### config.mk
export PLATFORM = sky130hd
export DESIGN_NAME = pief_top
export DESIGN_NICKNAME = d
export VERILOG_FILES = /design/src/verilog/pief_pkg.sv /design/src/verilog/pief_wb_slave.sv /design/src/verilog/pief_flag_bank.sv /design/src/verilog/pief_top.sv
export SDC_FILE = /design/constraint.sdc
export NUM_CORES = 1
export LEC_CHECK = 0
export BUFFER_PORTS_ARGS = -buffer_cell sky130_fd_sc_hd__buf_2
export CAP_MARGIN = 20
export CORE_AREA = 10 10 83 85
export CTS_BUF_LIST = sky130_fd_sc_hd__clkbuf_8 sky130_fd_sc_hd__clkbuf_16
export DETAILED_ROUTE_END_ITERATION = 7
export DIE_AREA = 0 0 93 95
export HOLD_SLACK_MARGIN = 0.02
export PLACE_DENSITY = 0.85
export SYNTH_ARGS = -nofsm -noshare
export SYNTH_HDL_FRONTEND = slang
export SYNTH_SLANG_ARGS = --single-unit
export TNS_END_PERCENT = 5
### constraint.sdc
create_clock -name clk_i -period 1.61 [get_ports clk_i]
set_clock_uncertainty 0.05 [all_clocks]
set_input_delay 0.0805 -clock clk_i [delete_from_list [all_inputs] [get_ports clk_i]]
set_output_delay 0.0805 -clock clk_i [all_outputs]
set_load 0.03 [all_outputs]
### src/verilog/pief_pkg.sv
`default_nettype none

package pief_pkg;

    // Register byte offsets on the bus
    localparam logic [7:0] PIEF_ADR_PENDING = 8'h0c;
    localparam logic [7:0] PIEF_ADR_ENABLE = 8'h8c;
    localparam logic [7:0] PIEF_ADR_CONTROL = 8'h10;
    localparam logic [7:0] PIEF_ADR_EVT_STATUS = 8'h14;
    localparam logic [7:0] PIEF_ADR_EVT_MASK = 8'h18;

    // Source bit positions, shared by enable, pending, status and mask
    localparam int PIEF_BIT_PARALLEL = 7;
    localparam int PIEF_BIT_RESERVED = 6;
    localparam int PIEF_BIT_SERIAL_RX = 5;
    localparam int PIEF_BIT_SERIAL_TX = 4;
    localparam int PIEF_BIT_SYNC_SERIAL = 3;
    localparam int PIEF_BIT_CAPCMP = 2;
    localparam int PIEF_BIT_PERIOD_MATCH = 1;
    localparam int PIEF_BIT_OVERFLOW = 0;

    // Control register gating bits
    localparam int PIEF_BIT_GLOBAL_EN = 7;
    localparam int PIEF_BIT_PERIPH_MASTER_EN = 6;

    // Bits that hold a flag; the reserved slot never latches
    localparam logic [7:0] PIEF_SOURCE_MASK = 8'hbf;
    localparam logic [7:0] PIEF_CONTROL_MASK = 8'hc0;

    // Reset values
    localparam logic [7:0] PIEF_RST_ENABLE = 8'h00;
    localparam logic [7:0] PIEF_RST_PENDING = 8'h00;
    localparam logic [7:0] PIEF_RST_CONTROL = 8'h00;
    localparam logic [7:0] PIEF_RST_EVT_STATUS = 8'h00;
    localparam logic [7:0] PIEF_RST_EVT_MASK = 8'h00;

    typedef enum logic [2:0] {
        PIEF_REG_NONE,
        PIEF_REG_PENDING,
        PIEF_REG_ENABLE,
        PIEF_REG_CONTROL,
        PIEF_REG_EVT_STATUS,
        PIEF_REG_EVT_MASK
    } pief_reg_t;

    function automatic pief_reg_t pief_decode(input logic [7:0] adr);
        pief_reg_t r;
        r = PIEF_REG_NONE;
        if (adr[7:2] == PIEF_ADR_PENDING[7:2]) begin
            r = PIEF_REG_PENDING;
        end else if (adr[7:2] == PIEF_ADR_ENABLE[7:2]) begin
            r = PIEF_REG_ENABLE;
        end else if (adr[7:2] == PIEF_ADR_CONTROL[7:2]) begin
            r = PIEF_REG_CONTROL;
        end else if (adr[7:2] == PIEF_ADR_EVT_STATUS[7:2]) begin
            r = PIEF_REG_EVT_STATUS;
        end else if (adr[7:2] == PIEF_ADR_EVT_MASK[7:2]) begin
            r = PIEF_REG_EVT_MASK;
        end
        return r;
    endfunction : pief_decode

endpackage : pief_pkg

`default_nettype wire

### src/verilog/pief_wb_slave.sv
`default_nettype none

module pief_wb_slave
    import pief_pkg::*;
(
    input wire logic clk_i,          // Core clock
    input wire logic rst_i,          // Synchronous reset
    input wire logic wb_cyc_i,       // Bus cycle
    input wire logic wb_stb_i,       // Strobe
    input wire logic [7:0] wb_adr_i, // Byte address
    output logic wb_ack_o,           // Acknowledge
    output logic acc_o,              // One-cycle access pulse
    output pief_reg_t sel_reg_o      // Decoded register
);

    typedef struct packed {
        logic ack;
    } pief_wb_state_t;

    pief_wb_state_t s_q;
    pief_wb_state_t s_d;

    // Access is taken once per request; ack drops the cycle after it rose
    assign acc_o = wb_cyc_i & wb_stb_i & ~s_q.ack;
    assign sel_reg_o = pief_decode(wb_adr_i);
    assign wb_ack_o = s_q.ack;

    always_comb begin
        s_d = s_q;
        s_d.ack = acc_o;
    end

    always_ff @(posedge clk_i) begin
        if (rst_i) begin
            s_q <= '0;
        end else begin
            s_q <= s_d;
        end
    end

endmodule : pief_wb_slave

`default_nettype wire

### src/verilog/pief_flag_bank.sv
`default_nettype none

module pief_flag_bank
    import pief_pkg::*;
(
    input wire logic clk_i,          // Core clock
    input wire logic rst_i,          // Synchronous reset
    input wire logic [7:0] set_i,    // Hardware set, per bit
    input wire logic wr_i,           // Software load
    input wire logic [7:0] wdata_i,  // Software load value
    input wire logic rdclr_i,        // Clear all on read
    output logic [7:0] flags_o       // Flag state
);

    typedef struct packed {
        logic [7:0] flags;
    } pief_flag_state_t;

    pief_flag_state_t s_q;
    pief_flag_state_t s_d;

    always_comb begin
        s_d = s_q;
        if (wr_i) begin
            s_d.flags = wdata_i;
        end else if (rdclr_i) begin
            s_d.flags = 8'h00;
        end
        // Set wins over any clear in the same cycle
        s_d.flags = (s_d.flags | set_i) & PIEF_SOURCE_MASK;
    end

    always_ff @(posedge clk_i) begin
        if (rst_i) begin
            s_q.flags <= PIEF_RST_PENDING;
        end else begin
            s_q <= s_d;
        end
    end

    assign flags_o = s_q.flags;

endmodule : pief_flag_bank

`default_nettype wire

### src/verilog/pief_top.sv
// Implementation choice: the Wishbone slave port.
`default_nettype none

module pief_top
    import pief_pkg::*;
(
    input wire logic clk_i,           // Core clock, 100 MHz
    input wire logic rst_i,           // Synchronous reset, active high
    input wire logic wb_cyc_i,        // Wishbone cycle
    input wire logic wb_stb_i,        // Wishbone strobe
    input wire logic wb_we_i,         // Wishbone write enable
    input wire logic [7:0] wb_adr_i,  // Wishbone byte address
    input wire logic [3:0] wb_sel_i,  // Wishbone byte selects
    input wire logic [31:0] wb_dat_i, // Wishbone write data
    output logic [31:0] wb_dat_o,     // Wishbone read data
    output logic wb_ack_o,            // Wishbone acknowledge
    input wire logic evt_parallel_i,  // Parallel port read/write event
    input wire logic evt_serial_rx_i, // Serial receive event
    input wire logic evt_serial_tx_i, // Serial transmit event
    input wire logic evt_sync_serial_i, // Sync serial event
    input wire logic evt_capcmp_i,    // Capture/compare event
    input wire logic evt_period_match_i, // Timer period match event
    input wire logic evt_overflow_i,  // Timer overflow event
    output logic core_irq_o,          // Peripheral request to the core
    output logic evt_irq_o            // Masked event status interrupt
);

    ////////////////////////////////////////////////////////////////////////
    // State

    typedef struct packed {
        logic [7:0] enable;
        logic [7:0] control;
        logic [7:0] evt_mask;
        logic [7:0] rdata;
        logic core_irq;
    } pief_top_state_t;

    pief_top_state_t s_q;
    pief_top_state_t s_d;

    logic acc;
    pief_reg_t sel_reg;
    logic wr_lane0;
    logic rd_acc;
    logic [7:0] src_evt;
    logic [7:0] pending;
    logic [7:0] evt_status;
    logic pend_wr;
    logic stat_rdclr;
    logic periph_req;

    ////////////////////////////////////////////////////////////////////////
    // Bus front end

    pief_wb_slave u_wb (
        .clk_i(clk_i),
        .rst_i(rst_i),
        .wb_cyc_i(wb_cyc_i),
        .wb_stb_i(wb_stb_i),
        .wb_adr_i(wb_adr_i),
        .wb_ack_o(wb_ack_o),
        .acc_o(acc),
        .sel_reg_o(sel_reg)
    );

    // Registers are eight bits wide, so only lane 0 writes
    assign wr_lane0 = acc & wb_we_i & wb_sel_i[0];
    assign rd_acc = acc & ~wb_we_i;

    ////////////////////////////////////////////////////////////////////////
    // Event sources

    always_comb begin
        src_evt = 8'h00;
        src_evt[PIEF_BIT_PARALLEL] = evt_parallel_i;
        src_evt[PIEF_BIT_SERIAL_RX] = evt_serial_rx_i;
        src_evt[PIEF_BIT_SERIAL_TX] = evt_serial_tx_i;
        src_evt[PIEF_BIT_SYNC_SERIAL] = evt_sync_serial_i;
        src_evt[PIEF_BIT_CAPCMP] = evt_capcmp_i;
        src_evt[PIEF_BIT_PERIOD_MATCH] = evt_period_match_i;
        src_evt[PIEF_BIT_OVERFLOW] = evt_overflow_i;
    end

    ////////////////////////////////////////////////////////////////////////
    // Pending flags

    assign pend_wr = wr_lane0 && (sel_reg == PIEF_REG_PENDING);

    pief_flag_bank u_pending (
        .clk_i(clk_i),
        .rst_i(rst_i),
        .set_i(src_evt),
        .wr_i(pend_wr),
        .wdata_i(wb_dat_i[7:0]),
        .rdclr_i(1'b0),
        .flags_o(pending)
    );

    ////////////////////////////////////////////////////////////////////////
    // Event status, cleared by reading it

    assign stat_rdclr = rd_acc && (sel_reg == PIEF_REG_EVT_STATUS);

    pief_flag_bank u_evt_status (
        .clk_i(clk_i),
        .rst_i(rst_i),
        .set_i(src_evt),
        .wr_i(1'b0),
        .wdata_i(8'h00),
        .rdclr_i(stat_rdclr),
        .flags_o(evt_status)
    );

    ////////////////////////////////////////////////////////////////////////
    // Request gating

    // Reserved slot has no flag, so its enable does nothing
    assign periph_req = |(pending & s_q.enable & PIEF_SOURCE_MASK)
        & s_q.control[PIEF_BIT_PERIPH_MASTER_EN]
        & s_q.control[PIEF_BIT_GLOBAL_EN];

    ////////////////////////////////////////////////////////////////////////
    // Registers

    always_comb begin
        s_d = s_q;
        s_d.core_irq = periph_req;
        if (wr_lane0) begin
            case (sel_reg)
                PIEF_REG_ENABLE: begin
                    s_d.enable = wb_dat_i[7:0];
                end
                PIEF_REG_CONTROL: begin
                    s_d.control = wb_dat_i[7:0] & PIEF_CONTROL_MASK;
                end
                PIEF_REG_EVT_MASK: begin
                    s_d.evt_mask = wb_dat_i[7:0] & PIEF_SOURCE_MASK;
                end
                default: begin
                end
            endcase
        end
        if (rd_acc) begin
            case (sel_reg)
                PIEF_REG_PENDING: begin
                    s_d.rdata = pending;
                end
                PIEF_REG_ENABLE: begin
                    s_d.rdata = s_q.enable;
                end
                PIEF_REG_CONTROL: begin
                    s_d.rdata = s_q.control;
                end
                PIEF_REG_EVT_STATUS: begin
                    s_d.rdata = evt_status;
                end
                PIEF_REG_EVT_MASK: begin
                    s_d.rdata = s_q.evt_mask;
                end
                default: begin
                    s_d.rdata = 8'h00;
                end
            endcase
        end else if (acc) begin
            // Writes answer with zero data
            s_d.rdata = 8'h00;
        end
    end

    always_ff @(posedge clk_i) begin
        if (rst_i) begin
            s_q.enable <= PIEF_RST_ENABLE;
            s_q.control <= PIEF_RST_CONTROL;
            s_q.evt_mask <= PIEF_RST_EVT_MASK;
            s_q.rdata <= 8'h00;
            s_q.core_irq <= 1'b0;
        end else begin
            s_q <= s_d;
        end
    end

    assign wb_dat_o = {24'h000000, s_q.rdata};
    assign core_irq_o = s_q.core_irq;
    assign evt_irq_o = |(evt_status & s_q.evt_mask);

endmodule : pief_top

`default_nettype wire

# --- Word-level counts from Yosys, hierarchy flattened ---
# Index checks and enable logic that the tools add are counted.
word_totals:
  elab_cells: 51
  regBits: 43
  in_bits: 56
classes:
  n_reduce_logical: 8
  mux: 10
  bitwise: 13
  n_eq_ne: 10
ops:
  columns: ["cell", "n"]
  rows:
  - ["$pmux 8 s5", 1]
  - ["$mux 8", 4]
  - ["$eq 6x3->1 const B", 3]
  - ["$and 8x8->8", 2]
  - ["$or 8x8->8", 2]
  - ["$mux 3", 5]
  - ["$reduce_or 8->1", 1]
  - ["$and 1x1->1", 7]
  - ["$reduce_or 7->1", 1]
  - ["$eq 3x2->1 const B", 2]
  - ["$eq 3x3->1 const B", 2]
  - ["$eq 6x2->1 const B", 1]
  - ["$eq 6x6->1 const B", 1]
  - ["$reduce_and 2->1", 3]
  - ["$eq 3x1->1 const B", 1]
  - ["$logic_and 1x1->1", 2]
  - ["$not 1->1", 2]
  - ["$reduce_bool 2->1", 1]

# --- Logic depth before layout (Yosys ltp) ---
logic_depth:
  depth_word: 10
  mapped_depth: 6
  mapped_depth_nobuf: 4

# --- By module ---
# From an unflattened synthesis, not the netlist that was laid out.
hier_totals:
  cells_unflattened: 261
  hier_area_um2: 2357.3
modules_own_cells:
  columns: ["module", "area_per_inst_um2", "cells_per_inst", "instances"]
  rows:
  - ["pief_top", 1661.6, 186, 1]
  - ["pief_flag_bank", 294.0, 31, 2]
  - ["pief_wb_slave", 107.6, 13, 1]

# --- Least setup slack after synthesis ---
# Ideal clock, no wire load.
synth_path:
  kind: "reg-to-reg"
  startpoint: "register u_wb.s_q (netlist: u_wb.wb_ack_o)"
  endpoint: "register s_q[23] (netlist name)"
  setup_ns: 0.072
  slack_ns: -0.239
  stages_incl_launch_ff: 5
  arrival_ns: 1.727
  t_required_ns: 1.488
  path_buffers: 0
  path_cell_list: "dfxtp_1 -> nand3b_2 -> or2_2 -> nor4_1 -> mux2i_1"
synth_via:
  elab_chain_cells: 5
synth_rtl:
  columns: ["item", "line", "source"]
  rows:
  - ["start: declaration", "pief_wb_slave.sv:20", "pief_wb_state_t s_q;"]
  - ["start signal: assignment", "pief_wb_slave.sv:35", "s_q <= '0;"]
  - ["start signal: assignment", "pief_wb_slave.sv:37", "s_q <= s_d;"]
  - ["$not 1->1", "pief_wb_slave.sv:24", "assign acc_o = wb_cyc_i & wb_stb_i & ~s_q.ack;"]
  - ["$and 1x1->1", "pief_wb_slave.sv:24", null]
  - ["$and 1x1->1 (2 in series)", "pief_top.sv:68", "assign wr_lane0 = acc & wb_we_i & wb_sel_i[0];"]
  - ["$reduce_and 2->1 (no source line)", null, null]
  - ["end: declaration", "pief_top.sv:39", "pief_top_state_t s_q;"]
# No other way between the ends.
# A chain may end at the register's enable or synchronous reset.

# --- Worst setup path after layout ---
layout_path:
  startpoint: "register u_wb.s_q (netlist: u_wb.wb_ack_o)"
  endpoint: "register u_evt_status.s_q, in the netlist u_evt_status.flags_o[5]"
layout_via:
  elab_chain_cells: 6
layout_rtl:
  columns: ["item", "line", "source"]
  rows:
  - ["$not 1->1", "pief_wb_slave.sv:24", null]
  - ["$and 1x1->1", "pief_wb_slave.sv:24", null]
  - ["$and 1x1->1", "pief_top.sv:69", "assign rd_acc = acc & ~wb_we_i;"]
  - ["$logic_and 1x1->1", "pief_top.sv:103", "assign stat_rdclr = rd_acc && (sel_reg == PIEF_REG_EVT_STATUS);"]
  - ["$mux 8", "pief_flag_bank.sv:26", "end else if (rdclr_i) begin"]
  - ["$or 8x8->8", "pief_flag_bank.sv:30", "s_d.flags = (s_d.flags | set_i) & PIEF_SOURCE_MASK;"]
  - ["end: declaration", "pief_flag_bank.sv:19", "pief_flag_state_t s_q;"]
# No other way between the ends.

==> results.py <==
metrics = {
    "finish": {
        "seq_area_um2": 822,
        "multi_input_area_um2": 1200,
        "syn_to_final_growth_pct": 20.9,
        "fin_util": 0.499,
        "drive_gt1_frac": 0.270,
        "nets": 348,
        "nFillCells": 512,
        "stdcell_count": 365,
        "n_antenna_cell": 0,
    },
    "sta": {
        "holdWs_ns": 0.0202,
        "clock.fmax_mhz": 644,
        "post-route-period-util": 0.965,
        "slew_viol_final": 0,
        "rsz0062_at_grt": "true",
        "setup_tns_ns": 0,
        "hold_viol_final": 0,
        "fin_crit_ns": 1.55,
        "setup_viol": 0,
    },
    "drt": {
        "drc_errors": 0,
        "initialDrtViolationCount": 129,
        "ant_nets": 0,
        "via_count": 1838,
        "drt_wl_total_um": 5330,
        "first_pass_iters": 5,
        "wl_per_cell_um": 14.6,
        "vias_per_cell": 5.04,
    },
    "global_routing": {
        "grt_pass1_wl_um": 8940,
        "grt_pass1_vias": 1893,
        "antenna_found_initial": 0,
        "grt_use_total": 0.125,
        "overflow": 0,
        "grt_max_degree": 37,
    },
    "clock_tree": {
        "clockRootBuffer": "clkbuf_8",
        "clkLatencyLatePin_ns": 0.29,
        "htreeDepth": 2,
        "cts.clk_slew.worst_paths_ns": 0.08,
        "cts_max_path_buffers": 2,
        "numClockSinks": 41,
        "cts_buffers": 5,
        "cts_tree": "yes",
    },
    "yosys": {
        "synth.most_common_cell": "dfxtp_1",
        "synthSimpleGateAreaFrac": 0.210,
        "synthDistinctLibCells": 40,
        "synth_area_um2": 2200,
        "synth_edf_count": 0,
        "synthXorXnorAreaFrac": 0,
        "synth.area.mux_share": 0.118,
        "synth_common_cells": "41 x dfxtp_1, 32 x buf_4, 26 x mux2i_1",
        "yosysTopAreaCell": "dfxtp_1",
        "ys.flop_type": "dfxtp_1",
        "synth_compound_area_frac": 0.153,
        "ys_seq_elements": 41,
        "avgSynthCellArea_um2": 9.17,
        "synth_top_family_by_area": "simple AND/OR/NAND/NOR gates",
        "synthArstFlopShare": 0,
        "ys_seq_area_frac": 0.373,
        "synth_warnings": 0,
        "synth_adder_area_share": 0,
        "synth_top_area_share": 0.373,
        "synthTopCellsByArea": "dfxtp_1 37%, mux2i_1 12%, buf_4 11%",
        "synth_cells": 240,
    },
    "worst_setup_path": {
        "cp.depth": 5,
        "worst_ep_required_time_ns": 1.75,
        "cp_data_arrival_time_ns": 1.69,
        "endpoint_kind": "register",
        "slowest_delay_ns": 0.53,
        "cp_top_family": "simple AND/OR/NAND/NOR gates",
        "critPathKind": "register to register",
        "slowest_stage": "or4b_4",
        "cp_num_buf_inv": 1,
        "r2r_cells": 5,
        "cp_max_fo": 7,
        "critical_path.cell_chain": "nand3b_4 -> or4b_4 -> buf_6 -> a21oi_2 -> nor2_1",
        "worstSetupStartpointType": "register",
    },
    "power": {
        "p_leak_uw": 0.00107,
        "ir_worst_vdd_mv": 0.316,
        "pwr_density_cell_nw_per_um2": 754,
    },
    "min_path": {
        "min_path_cells": 3,
        "hold_class": "input port to register",
    },
    "placed_design": {
        "dp_hpwl_um": 4210,
        "dp.cells": 345,
        "portBuffers": 37,
        "gp_congestion": 0.877,
    },
    "floorplanning": {
        "rows": 27,
        "die_x_um": 93,
        "core_um2": 5340,
        "die_h_um": 95,
        "initial_core_util": 0.412,
        "dieArea_um2": 8840,
        "ios": 91,
    },
    "outcome": {
        "status": "finished, final reports clean",
    },
    "flow_run": {
        "drv_cap": 0,
    },
}
==> cells in the final DEF (no fill, tap or decap), drive strengths merged <==
cell	instances
o22a	6
a222oi	2
inv	5
dlygate4sd3	12
nand2	10
a21boi	1
a22oi	8
clkinv	2
a31oi	1
clkbuf	5
nor3	9
conb	24
nor2	24
o211ai	1
or2	2
nand3	1
buf	53
o21ai	6
nor4b	1
nand3b	2
a211oi	8
nand2b	19
nor4	5
dfxtp	41
mux2i	26
a221oi	1
a22o	1
a21oi	8
a311oi	1
nand4b	1
or4b	2
nor2b	3
or3	2
==> tightest hold or removal path, delay by kind of cell <==
kind	cells	cell delay, ns
buffers and inverters	1	0.11
muxes	1	0.07
and+or+nand+nor	1	0.07
==> per-stage QoR <==
step / setup slack [ns] / power [uW] / area, um2
floorplan: 0.00930 / 1310 / 2300
global placement: -0.128 / 1350 / 2430
detailed placement: -0.178 / 1360 / 2430
CTS: 0.0311 / 2010 / 2640
global route: -0.00221 / 2100 / 2660
finish: 0.0568 / 2010 / 2660
==> cell type report <==
cell class | count | share of cell area
repair buffers | 65 | 0.171
multi-input cells | 175 | 0.450
inverters | 4 | 0.00564
clock inverters | 3 | 0.00517
clock buffers | 5 | 0.0259
well taps | 72 | 0.0339
flip-flops and latches | 41 | 0.309
==> routing by layer <==
metal  global-route usage  wire (um)  part of all wire
met1                0.135       2180              0.41
met2                0.218       2600              0.49
met3               0.0579        503             0.094
met4               0.0308         58             0.011
met5                    0          0                 0
==> repair_timing <==
action | in CTS | in global routing
cloned | 0 | 0
endpoints found under the hold margin | 12 | 0
pin swaps | 0 | 0
hold buffers | 12 | 0
setup endpoints to repair | 2 | 12
buffers inserted | 0 | 0
gates resized for setup | 1 | 5
==> cells by family (layout without fill, tap and decap cells) <==
| group | after synthesis | count (layout) |
|---|---|---|
| other cells | 1 | 24 |
| buf+inv | 47 | 77 |
| simple gates | 81 | 81 |
| flops | 41 | 41 |
| compound gates | 44 | 44 |
| mux | 26 | 26 |
==> flip-flops by register name, summed over array words and instances, names as in the netlist <==
| register | count |
|---|---|
| u_wb.wb_ack_o | 1 |
| core_irq_o | 1 |
| u_pending.flags_o | 7 |
| wb_dat_o | 8 |
| s_q | 17 |
| u_evt_status.flags_o | 7 |
==> final timing paths <==
| check | start | endpoint | slack (ns) |
|---|---|---|---|
| hold / removal | wb_dat_i[5] | s_q[14] | 0.02 |
| setup reg to reg | u_wb.wb_ack_o | u_evt_status.flags_o[5] | 0.06 |
| hold reg to reg | wb_dat_o[5] | wb_dat_o[5] | 0.40 |
| setup / recovery | u_wb.wb_ack_o | u_evt_status.flags_o[5] | 0.06 |
==> where the power goes <==
part / internal (uW) / switching (uW) / total [uW]
registers: 1040 / 23.2 / 1060
logic: 116 / 193 / 308
clock network: 294 / 340 / 634
total: 1450 / 556 / 2010
Power figures use the tool's default switching activity.
